$ cat src/common/keyswitch_consts.svh
// offsets, field positions, reset values and timing figures of the key/switch bank
`ifndef KEYSWITCH_CONSTS_SVH
`define KEYSWITCH_CONSTS_SVH

// register offsets
`define OFS_KEY_DETECT 8'h05
`define OFS_THRESH_DEBOUNCE 8'h06
`define OFS_SWITCH_CTRL 8'h07

// key_detect_settings fields
`define KD_ENABLE_BIT 2
`define KD_RAW_BIT 1
`define KD_TRIG_BIT 0

// key_threshold_debounce fields
`define TD_BIAS_MSB 5
`define TD_BIAS_LSB 3
`define TD_REL_BIT 2
`define TD_PRESS_MSB 1
`define TD_PRESS_LSB 0

// switch_override_control field width, ground/depletion/route bits 5..0
`define SW_MSB 5

// reset values
`define TD_BIAS_RST 3'h1
`define TD_REL_RST 1'h1
`define TD_PRESS_RST 2'h2
`define SW_RST 6'h00

// permitted tip/ring route matrix positions while key detection runs
`define ROUTE_POS_A 4'h5
`define ROUTE_POS_B 4'ha

// timing
`define CLK_KHZ 200000
`define PRESS_T0_MS 2
`define PRESS_T1_MS 40
`define PRESS_T2_MS 80
`define PRESS_T3_MS 120
`define REL_T0_MS 2
`define REL_T1_MS 2
`define SETTLE_CNT_W 25

`endif

$ cat src/common/keyswitch_pkg.sv
// types shared by the key/switch register bank
`default_nettype none
package keyswitch_pkg;

	typedef enum logic [1:0] {
		ST_RELEASED = 2'b00,
		ST_PRESS_WAIT = 2'b01,
		ST_HELD = 2'b10,
		ST_REL_WAIT = 2'b11
	} settle_state_t;

endpackage : keyswitch_pkg
`default_nettype wire

$ cat src/design/key_settle_timer.sv
// press and release settle timer for the key comparator level
`timescale 1ns/1ps
`default_nettype none
`include "keyswitch_consts.svh"
module key_settle_timer
	import keyswitch_pkg::*;
(
	// clock and reset
	input wire logic clk_in,
	input wire logic rst_n_in,
	input wire logic clk_en_in,
	// control
	input wire logic run_in,
	input wire logic level_in,
	input wire logic [`SETTLE_CNT_W-1:0] press_limit_in,
	input wire logic [`SETTLE_CNT_W-1:0] release_limit_in,
	// settled events
	output logic press_out,
	output logic release_out
);

	settle_state_t state_q, state_d;
	logic [`SETTLE_CNT_W-1:0] cnt_q, cnt_d;
	logic press_q, press_d;
	logic release_q, release_d;

	always_comb begin
		state_d = state_q;
		cnt_d = cnt_q + 1'b1;
		press_d = 1'b0;
		release_d = 1'b0;
		unique case (state_q)
			ST_RELEASED: begin
				cnt_d = '0;
				if (level_in) begin
					state_d = ST_PRESS_WAIT;
				end
			end
			ST_PRESS_WAIT: begin
				if (!level_in) begin
					state_d = ST_RELEASED;
					cnt_d = '0;
				end else if (cnt_q >= press_limit_in - 1'b1) begin
					state_d = ST_HELD;
					press_d = 1'b1;
				end
			end
			ST_HELD: begin
				cnt_d = '0;
				if (!level_in) begin
					state_d = ST_REL_WAIT;
				end
			end
			ST_REL_WAIT: begin
				if (level_in) begin
					state_d = ST_HELD;
					cnt_d = '0;
				end else if (cnt_q >= release_limit_in - 1'b1) begin
					state_d = ST_RELEASED;
					release_d = 1'b1;
				end
			end
		endcase
		// stopping detection drops a half-settled key without an event
		if (!run_in) begin
			state_d = ST_RELEASED;
			cnt_d = '0;
			press_d = 1'b0;
			release_d = 1'b0;
		end
	end

	always_ff @(posedge clk_in or negedge rst_n_in) begin
		if (!rst_n_in) begin
			state_q <= ST_RELEASED;
			cnt_q <= '0;
			press_q <= 1'b0;
			release_q <= 1'b0;
		end else if (clk_en_in) begin
			state_q <= state_d;
			cnt_q <= cnt_d;
			press_q <= press_d;
			release_q <= release_d;
		end
	end

	assign press_out = press_q;
	assign release_out = release_q;

endmodule : key_settle_timer
`default_nettype wire

$ cat src/design/audio_jack_keypress_switch_regs.sv
// key detection, threshold/debounce and switch override register bank
`timescale 1ns/1ps
`default_nettype none
`include "keyswitch_consts.svh"
// Notes on behaviour
// - key detect enable bit, resets 0, upper bits zero
// - accessory removal clears key detect enable
// - under override, detect only in permitted route
// - raw mode drops when key detect off
// - raw mode entry keeps key event flags
// - raw mode reports press/release and conversion results
// - manual trigger needs enable and raw mode
// - trigger bit clears when its conversion ends
// - trigger accepted despite pending done flag
// - bias threshold field, resets to one
// - release settle select, both codes two ms
// - press settle select two to 120 ms
// - switch bits act only under override
// - ground switch bits, reserved bits zero
// - depletion and route switch bits, reset off
// - override makes switches follow control register
// - conversion result in bits seven to one
module audio_jack_keypress_switch_regs
	import keyswitch_pkg::*;
#(
	parameter int unsigned PRESS_CYC0 = `PRESS_T0_MS * `CLK_KHZ,
	parameter int unsigned PRESS_CYC1 = `PRESS_T1_MS * `CLK_KHZ,
	parameter int unsigned PRESS_CYC2 = `PRESS_T2_MS * `CLK_KHZ,
	parameter int unsigned PRESS_CYC3 = `PRESS_T3_MS * `CLK_KHZ,
	parameter int unsigned REL_CYC0 = `REL_T0_MS * `CLK_KHZ,
	parameter int unsigned REL_CYC1 = `REL_T1_MS * `CLK_KHZ
) (
	// clock, reset, enable
	input wire logic clk_in,
	input wire logic rst_n_in,
	input wire logic clk_en_in,
	// register port behind the serial slave
	input wire logic [7:0] reg_addr_in,
	input wire logic reg_wr_in,
	input wire logic reg_rd_in,
	input wire logic [7:0] reg_wdata_in,
	output logic [7:0] reg_rdata_out,
	// device state from the rest of the chip
	input wire logic removal_event_in,
	input wire logic switch_override_in,
	input wire logic [3:0] tip_ring_route_matrix_in,
	input wire logic [5:0] auto_switch_in,
	input wire logic key_level_in,
	// converter
	input wire logic conv_done_in,
	input wire logic [6:0] conv_data_in,
	output logic conv_start_out,
	output logic [7:0] conv_result_out,
	// key detection
	output logic key_detect_run_out,
	output logic [2:0] microphone_bias_level_out,
	output logic key_press_settled_out,
	output logic key_release_settled_out,
	output logic key1_press_evt_out,
	output logic key2_press_release_evt_out,
	output logic conv_done_flag_out,
	// switches
	output logic [5:0] switch_state_out
);

	logic key_en_q, key_en_d;
	logic raw_q, raw_d;
	logic trig_q, trig_d;
	logic [2:0] bias_q, bias_d;
	logic rel_sel_q, rel_sel_d;
	logic [1:0] press_sel_q, press_sel_d;
	logic [5:0] sw_q, sw_d;
	logic [5:0] sw_state_q, sw_state_d;
	logic [7:0] rdata_q, rdata_d;
	logic busy_q, busy_d;
	logic manual_q, manual_d;
	logic [6:0] result_q, result_d;
	logic start_q, start_d;
	logic done_flag_q, done_flag_d;
	logic key1_q, key1_d;
	logic key2_q, key2_d;

	logic wr_kd, wr_td, wr_sw;
	logic route_ok, run;
	logic settled_press, settled_release;
	logic finish, manual_finish;
	logic [`SETTLE_CNT_W-1:0] press_limit, release_limit;

	assign wr_kd = reg_wr_in && (reg_addr_in == `OFS_KEY_DETECT);
	assign wr_td = reg_wr_in && (reg_addr_in == `OFS_THRESH_DEBOUNCE);
	assign wr_sw = reg_wr_in && (reg_addr_in == `OFS_SWITCH_CTRL);

	// the route check only matters while the host owns the switches
	assign route_ok = (tip_ring_route_matrix_in == `ROUTE_POS_A) ||
		(tip_ring_route_matrix_in == `ROUTE_POS_B);
	assign run = key_en_q && (!switch_override_in || route_ok);

	assign finish = conv_done_in && busy_q;
	assign manual_finish = finish && manual_q;

	always_comb begin
		unique case (press_sel_q)
			2'h0: press_limit = `SETTLE_CNT_W'(PRESS_CYC0);
			2'h1: press_limit = `SETTLE_CNT_W'(PRESS_CYC1);
			2'h2: press_limit = `SETTLE_CNT_W'(PRESS_CYC2);
			2'h3: press_limit = `SETTLE_CNT_W'(PRESS_CYC3);
		endcase
		release_limit = rel_sel_q ? `SETTLE_CNT_W'(REL_CYC1) : `SETTLE_CNT_W'(REL_CYC0);
	end

	key_settle_timer u_settle (
		.clk_in(clk_in),
		.rst_n_in(rst_n_in),
		.clk_en_in(clk_en_in),
		.run_in(run),
		.level_in(key_level_in),
		.press_limit_in(press_limit),
		.release_limit_in(release_limit),
		.press_out(settled_press),
		.release_out(settled_release)
	);

	always_comb begin
		key_en_d = key_en_q;
		if (wr_kd) begin
			key_en_d = reg_wdata_in[`KD_ENABLE_BIT];
		end
		// removal beats a same-cycle write of one
		if (removal_event_in) begin
			key_en_d = 1'b0;
		end
		// raw mode entry drives no clear toward the key event flags
		raw_d = wr_kd ? reg_wdata_in[`KD_RAW_BIT] : raw_q;
		raw_d = raw_d && key_en_d;
		trig_d = trig_q;
		if (manual_finish) begin
			trig_d = 1'b0;
		end
		// no dependency on the done flag, so a new request is never blocked
		if (wr_kd && reg_wdata_in[`KD_TRIG_BIT] && key_en_d && raw_d) begin
			trig_d = 1'b1;
		end
		trig_d = trig_d && raw_d;
	end

	always_comb begin
		bias_d = bias_q;
		rel_sel_d = rel_sel_q;
		press_sel_d = press_sel_q;
		sw_d = sw_q;
		if (wr_td) begin
			bias_d = reg_wdata_in[`TD_BIAS_MSB:`TD_BIAS_LSB];
			rel_sel_d = reg_wdata_in[`TD_REL_BIT];
			press_sel_d = reg_wdata_in[`TD_PRESS_MSB:`TD_PRESS_LSB];
		end
		if (wr_sw) begin
			sw_d = reg_wdata_in[`SW_MSB:0];
		end
		// registered so the pins never glitch on a mid-cycle override change
		sw_state_d = switch_override_in ? sw_q : auto_switch_in;
	end

	always_comb begin
		busy_d = busy_q;
		manual_d = manual_q;
		result_d = result_q;
		start_d = 1'b0;
		done_flag_d = 1'b0;
		if (finish) begin
			busy_d = 1'b0;
			manual_d = 1'b0;
			if (raw_q || manual_q) begin
				result_d = conv_data_in;
			end
			done_flag_d = manual_q;
		end else if (!busy_q && trig_q) begin
			// manual request waits behind any auto conversion in flight
			busy_d = 1'b1;
			manual_d = 1'b1;
			start_d = 1'b1;
		end else if (!busy_q && settled_press) begin
			busy_d = 1'b1;
			start_d = 1'b1;
		end
		key1_d = raw_q && settled_press;
		key2_d = raw_q && settled_release;
	end

	always_comb begin
		rdata_d = rdata_q;
		if (reg_rd_in) begin
			unique case (reg_addr_in)
				`OFS_KEY_DETECT: rdata_d = {5'h00, key_en_q, raw_q, trig_q};
				`OFS_THRESH_DEBOUNCE: rdata_d = {2'h0, bias_q, rel_sel_q, press_sel_q};
				`OFS_SWITCH_CTRL: rdata_d = {2'h0, sw_q};
				default: rdata_d = 8'h00;
			endcase
		end
	end

	always_ff @(posedge clk_in or negedge rst_n_in) begin
		if (!rst_n_in) begin
			key_en_q <= 1'b0;
			raw_q <= 1'b0;
			trig_q <= 1'b0;
			bias_q <= `TD_BIAS_RST;
			rel_sel_q <= `TD_REL_RST;
			press_sel_q <= `TD_PRESS_RST;
			sw_q <= `SW_RST;
			sw_state_q <= `SW_RST;
			rdata_q <= 8'h00;
			busy_q <= 1'b0;
			manual_q <= 1'b0;
			result_q <= 7'h00;
			start_q <= 1'b0;
			done_flag_q <= 1'b0;
			key1_q <= 1'b0;
			key2_q <= 1'b0;
		end else if (clk_en_in) begin
			key_en_q <= key_en_d;
			raw_q <= raw_d;
			trig_q <= trig_d;
			bias_q <= bias_d;
			rel_sel_q <= rel_sel_d;
			press_sel_q <= press_sel_d;
			sw_q <= sw_d;
			sw_state_q <= sw_state_d;
			rdata_q <= rdata_d;
			busy_q <= busy_d;
			manual_q <= manual_d;
			result_q <= result_d;
			start_q <= start_d;
			done_flag_q <= done_flag_d;
			key1_q <= key1_d;
			key2_q <= key2_d;
		end
	end

	assign reg_rdata_out = rdata_q;
	assign conv_start_out = start_q;
	assign conv_result_out = {result_q, 1'b0};
	assign key_detect_run_out = run;
	assign microphone_bias_level_out = bias_q;
	assign key_press_settled_out = settled_press;
	assign key_release_settled_out = settled_release;
	assign key1_press_evt_out = key1_q;
	assign key2_press_release_evt_out = key2_q;
	assign conv_done_flag_out = done_flag_q;
	assign switch_state_out = sw_state_q;
endmodule : audio_jack_keypress_switch_regs
`default_nettype wire

$ cat config.mk
export PLATFORM = sky130hd
export DESIGN_NAME = audio_jack_keypress_switch_regs
export DESIGN_NICKNAME = d
export VERILOG_FILES = /design/src/common/keyswitch_pkg.sv /design/src/design/key_settle_timer.sv /design/src/design/audio_jack_keypress_switch_regs.sv
export VERILOG_INCLUDE_DIRS = /design/src /design/src/common
export SDC_FILE = /design/constraint.sdc
export NUM_CORES = 1
export LEC_CHECK = 0
export BUFFER_PORTS_ARGS = -buffer_cell sky130_fd_sc_hd__buf_2
export CAP_MARGIN = 5
export CORE_MARGIN = 3
export CORE_UTILIZATION = 45
export DETAILED_ROUTE_END_ITERATION = 10
export PLACE_DENSITY = 0.82
export SLEW_MARGIN = 20
export SYNTH_ARGS = -nofsm -noshare
export SYNTH_HDL_FRONTEND = slang
export SYNTH_SLANG_ARGS = --single-unit
$ cat constraint.sdc
create_clock -name clk_in -period 2.7 [get_ports clk_in]
set_input_delay 0.135 -clock clk_in [delete_from_list [all_inputs] [get_ports clk_in]]
set_output_delay 0.135 -clock clk_in [all_outputs]
set_load 0.005 [all_outputs]
# ---- Word level (Yosys, flattened, before mapping)
# Index checks and enable logic that the tools add are counted.
dict set report word_totals {
  reg_bits 71
  latchBits 0
  mem_bits_rw 0
  romBits 0
  input_bits 42
  out_inout_bits 32
  word_cells 108
  memories 0
}
dict set report op_classes {
  n_addsub 2
  multipliers 0
  div_mod_pow 0
  n_lt_le_gt_ge 2
  eq_ne 15
  n_shift 0
  n_mux 37
  bitwise_logic 0
  n_reduce_logical 32
}
# cell n
set ops {}
lappend ops {{$pmux W25 S4} 1}
lappend ops {{$mux W25} 3}
lappend ops {{$pmux W25 S3} 1}
lappend ops {{$add A25 B1 Y25 const B} 1}
lappend ops {{$ge A25 B19 Y1 const B} 1}
lappend ops {{$ge A25 B25 Y1} 1}
lappend ops {{$sub A25 B1 Y25 const B} 1}
lappend ops {{$eq A8 B3 Y1 const B} 3}
lappend ops {{$mux W1} 22}
lappend ops {{$pmux W6 S3} 1}
lappend ops {{$logic_and A1 B1 Y1} 15}
lappend ops {{$mux W2} 7}
lappend ops {{$reduce_and A2 Y1} 5}
lappend ops {{$eq A2 B2 Y1 const B} 4}
lappend ops {{$ne A4 B4 Y1 const B} 2}
lappend ops {{$pmux W2 S4} 1}
lappend ops {{$mux W6} 1}
lappend ops {{$ne A3 B3 Y1 const B} 2}
lappend ops {{$reduce_and A5 Y1} 1}
lappend ops {{$eq A2 B1 Y1 const B} 2}
lappend ops {{$eq A4 B3 Y1 const B} 1}
lappend ops {{$eq A4 B4 Y1 const B} 1}
lappend ops {{$logic_not A2 Y1} 2}
lappend ops {{$logic_or A1 B1 Y1} 3}
lappend ops {{other kinds (5)} 6}

# ---- Depth between registers and ports, before layout
dict set report logic_depth {
  depth_word 8
  mapped_depth 11
  mapped_depth_nobuf 11
}

# ---- Modules after synthesis
# Synthesis repeated with hierarchy kept, for this count alone.
dict set report hier_totals {
  hier_cells 574
  area_unflattened_um2 5283.8
}
# mod n_inst cells_per_inst area_per_inst_um2
set modules_own_cells {}
lappend modules_own_cells {key_settle_timer 1 395 3337.0}
lappend modules_own_cells {audio_jack_keypress_switch_regs 1 179 1946.9}

# ---- Worst setup path before layout
# OpenSTA, ideal clock, no wires.
dict set report synth_path {
  kind {register to register}
  start {register press_sel_q[1]}
  end {register u_settle.state_q[1]}
  setup_time_ps 121
  arrival_ps 2454
  path_slack_ps 125
  stages_incl_launch_ff 11
  cell_sequence {dfstp_2 inv_1 ha_1 nand4b_1 ha_1 a2111oi_0 nor3_1 a2111o_1 a211oi_1 o31ai_1 a22o_1}
}
dict set report synth_via {
  elab_chain_cells 6
}
# item line_no
set synth_rtl {}
lappend synth_rtl {{start: declaration} audio_jack_keypress_switch_regs.sv:71} ;# logic [1:0] press_sel_q, press_sel_d;
lappend synth_rtl {{start signal: assignment} audio_jack_keypress_switch_regs.sv:208} ;# press_sel_q <= `TD_PRESS_RST;
lappend synth_rtl {{start signal: assignment} audio_jack_keypress_switch_regs.sv:225} ;# press_sel_q <= press_sel_d;
lappend synth_rtl {{$eq A2 B2 Y1, or another cell as far along} audio_jack_keypress_switch_regs.sv:102} ;# unique case (press_sel_q)
lappend synth_rtl {{$pmux W25 S4 (*)} audio_jack_keypress_switch_regs.sv:102}
lappend synth_rtl {{$sub A25 B1 Y25 (*)} key_settle_timer.sv:43} ;# end else if (cnt_q >= press_limit_in - 1'b1) begin
lappend synth_rtl {{$ge A25 B25 Y1 (*)} key_settle_timer.sv:43}
lappend synth_rtl {{$ne A4 B4 Y1 (no line) (*)} n/a}
lappend synth_rtl {{$reduce_and A5 Y1 (no line) (*)} n/a}
lappend synth_rtl {{end signal: assignment} key_settle_timer.sv:80} ;# state_q <= state_d;
lappend synth_rtl {{end: declaration} key_settle_timer.sv:22} ;# settle_state_t state_q, state_d;
# Mark *: on every way between the ends. The rest lies on a longest branch, timed or not. The select of a mux whose other input is x is not followed.
# A chain may end at the register's enable or synchronous reset.

# ---- Worst setup path after layout
# Ends and elaborated chain as after synthesis.

==> impl_results.md <==
- Worst Path Required: 2.94 ns
- Parity-gate share of the synthesized area counting xor and xnor cells: 3.14%
- Max stage delay on crit path: 0.58 ns
- Ordered list of cells on the worst path: inv_2 -> ha_2 -> nand4b_1 -> ha_4 -> a2111oi_4 -> nor3_1 -> a2111o_1 -> a211oi_2 -> buf_4 -> o31ai_2 -> a22o_1
- Vertical extent of the die: 99.2 µm
- H-Tree Depth: 3
- Slew at the pin with the worst max-slew slack: 0.659 ns
- Via total after detailed routing: 3278
- Launch point of the worst reg-to-reg path: press_sel_q[1]
- Largest area contributor in the netlist: dfrtp_1
- Netlist cell types: 57
- Delay-heaviest family, CP: compound AO/OA/AOI/OAI gates
- CTS clk-pin slew, worst paths: 0.08 ns
- Routed Wire Length: 9350 µm
- Power per cell area: 439 nW/µm²
- Rows: 33
- Class of the tightest hold or removal check: in2reg
- Top achievable clock speed: 0.384 GHz
- Placer congestion estimate: 0.909
- Post-detailed-route via-to-cell ratio: 5.62
- Antenna violations before repair: 0
- Post-Place Cells: 559
- Count of state elements after synthesis: 69
- Number of warnings reported in the yosys synthesis log: 0
- Number of standard cells in the layout, taps in and fillers out: 583
- Leakage dissipation: 2.33 nW
- Area share of fa/ha/maj cells after synthesis: 7.36%
- Sum of buffers and inverters on the critical path: 2
- Beginning of the worst hold path: reg_wdata_in[1]
- Mean routed wirelength per cell: 16.0 µm
- Slowest library cell on the worst path: dfstp_2
- Ratio of final minimum period to clock period: 96.5%
- Post-detailed-route DRC marker count: 0
- Outcome: finished, final reports clean
- Top Ports: 74
- Fraction of registers with async set/reset: 100%
- Final Core Density: 57.2%
- Setup repair after global routing missed its margin: true
- Primary FF master, synth: dfrtp_1
- Pre-antenna DRT Iters: 4
- Initial DRC Count: 142
- Slew margin rel.: 56.0%
- IR drop worst, VDD: 0.000334 V
- Die outline area: 9840 µm²
- Share of synthesized area spent on multiplexers: 8.58%
- Share of the synthesized area in the top cell type: 42.2%
- Std-Cell Core Area: 8340 µm²
- Area used by multi-input combinational logic: 2110 µm²
- # Max-Cap Violations: 0
- TritonCTS clock tree: done
- Maximum fanout along the worst path: 5
- Number of nets still failing antenna checks after routing: 0
- Pin count of the biggest net entering global routing: 38
- Minimum clock period after layout: 2.61 ns
- Cts bufs inserted: 9
- Type of element launching the critical path: flop
- Worst setup timing slack at the placement stage: -0.0823 ns
- Largest family of logic cells by synthesized area: simple AND/OR/NAND/NOR gates
- Setup slack of the critical path after layout: 0.0950 ns
- Total half-perimeter wirelength after legalization and detailed placement: 7040 µm
- Initial standard-cell utilization of the core: 46.9%
- Endpoint type of the worst setup path: flop
- Buffer levels on the longest clock path: 2
- Setup Buffers After CTS: 0
- Power, Total: 0.00209 W
- Complex-gate fraction of the synthesized area: 13.8%
- Library cell used as clock root buffer: clkbuf_8
- Post-Synthesis Mean Instance Area: 10.2 µm²
- Dominant cells by area after synthesis: dfrtp_1, ha_1, mux2_2
- Gr usage total: 19.9%
- Final-report max-slew violation count: 0
- Post-layout net count: 538
- Worst Hold Margin: 0.0213 ns
- Global-route congestion overflow total: 0
- Insertion delay of the later-clocked pin in the worst-skew pair: 0.35 ns
- Count of endpoints failing setup in the final report: 0
- Filler Cells Inserted: 705
- Global-route wire length before repair: 15900 µm
- Post-Syn Instances: 382
- Final hold violations: 0
- Storage element area: 1730 µm²
- CP Data Arrival Time: 2.84 ns
- Die extent in x: 99.2 µm
- Fraction of layout cells with a size suffix above 1: 30.3%
- Count of flip-flops with a built-in enable after synthesis: 0
- Number of global-route vias before repair: 3346
- Simple-gate share of the synthesized area: 19.6%
- Kind of critical path: reg2reg
- Synthesized area: 3910 µm²
- Fraction of the yosys area taken by sequential cells: 44.3%
- Worst Clk Skew: 0.00867 ns
- Antenna diode instance count: 0
- Clock sink total: 69
- Area grow syn2layout: 22.0%
- # port buffers: 68
- First element of the critical path: press_sel_q[1]
cell families after synthesis:
| group | count (synthesis) |
|---|---|
| and+or+nand+nor | 139 |
| adders and majority gates | 23 |
| xor gates and xnor gates | 14 |
| buffers and inverters | 29 |
| other | 1 |
| muxes | 31 |
| AOI/OAI and AO/OA | 76 |
| DFF | 69 |
synthesized netlist by cell type, types with 4 or more instances:
library cell / instances
a21oi_1: 12
and3_1: 7
buf_4: 4
clkbuf_1: 9
dfrtp_1: 66
ha_1: 23
inv_1: 14
mux2_2: 20
mux2i_1: 11
nand2_1: 33
nand2b_1: 4
nand3_1: 20
nand4_1: 10
nor2_1: 33
nor2b_1: 5
nor3_1: 6
o21ai_0: 30
o31ai_1: 8
xor2_1: 11
layer usage:
metal | wire (µm) | global-route usage (%) | part of all wire (%)
met5 | 0 | 0 | 0
met4 | 161 | 6.09 | 1.7
met3 | 533 | 4.70 | 5.7
met2 | 4720 | 35.2 | 50
met1 | 3930 | 24.0 | 42
cell usage in the layout, fill, tap and decap left out, types with 12 or more instances in the layout:
| master | n |
|---|---|
| nand2_1 | 33 |
| dfrtp_1 | 66 |
| inv_1 | 12 |
| nor2_1 | 32 |
| buf_4 | 17 |
| o21ai_0 | 30 |
| ha_1 | 20 |
| a21oi_1 | 12 |
| mux2_2 | 20 |
| buf_2 | 68 |
| nand3_1 | 20 |
layout make-up:
class                      count  share of cell area, %
timing repair buffer          93                   11.5
inverter                      14                   1.10
clock inverter                 6                   1.49
sequential                    69                   36.3
clock buffer                  10                   2.67
multi-input combinational    286                   44.2
tap                          105                   2.75
final timing paths:
kind                                             to  slack (ns)  depth (start not counted)
worst max-delay path            u_settle.state_q[1]        0.09                         11
worst min-delay path                 press_sel_q[1]        0.02                          3
worst max register to register  u_settle.state_q[1]        0.09                         11
worst min register to register     reg_rdata_out[4]        0.48                          2
max in group asynchronous                 rel_sel_q        1.96                          3
min in group asynchronous         u_settle.cnt_q[5]        0.36                          3
repair_timing:
action                     4_1_cts  5_1_grt
gates resized for setup          4        7
gates cloned                     0        0
pin swaps                        0        4
setup endpoints to repair        2        2
hold buffers                     8        0
hold endpoints to repair        73        0
through the flow:
step           TNS [ns]  cell area (µm²)
2_1_floorplan         0             3920
3_3_place_gp          0             4440
3_5_place_dp    -0.0823             4440
4_1_cts               0             4730
5_1_grt         -0.0265             4770
6_report              0             4770
worst register-to-register path: stages, from the launching register on:
cell	delay (ns)
dfstp_2	0.58
inv_2	0.08
ha_2	0.19
nand4b_1	0.16
ha_4	0.24
a2111oi_4	0.28
nor3_1	0.08
a2111o_1	0.31
a211oi_2	0.19
buf_4	0.15
o31ai_2	0.06
a22o_1	0.18
power breakdown:
| part | total, W | leakage, nW | switching [W] | internal (W) |
|---|---|---|---|---|
| combinational | 0.000177 | 1.31 | 0.0000996 | 0.0000774 |
| clock | 0.000859 | 0.0935 | 0.000425 | 0.000435 |
| sequential | 0.00106 | 0.930 | 0.0000101 | 0.00105 |
| total | 0.00209 | 2.33 | 0.000535 | 0.00156 |
flip-flops by register name (all words and copies together) (netlist names), 2 cells and up:
signal,count
switch_state_out,6
microphone_bias_level_out,3
result_q,7
reg_rdata_out,6
u_settle.cnt_q,25
press_sel_q,2
sw_q,6
u_settle.state_q,2
Power figures use the tool's default switching activity.
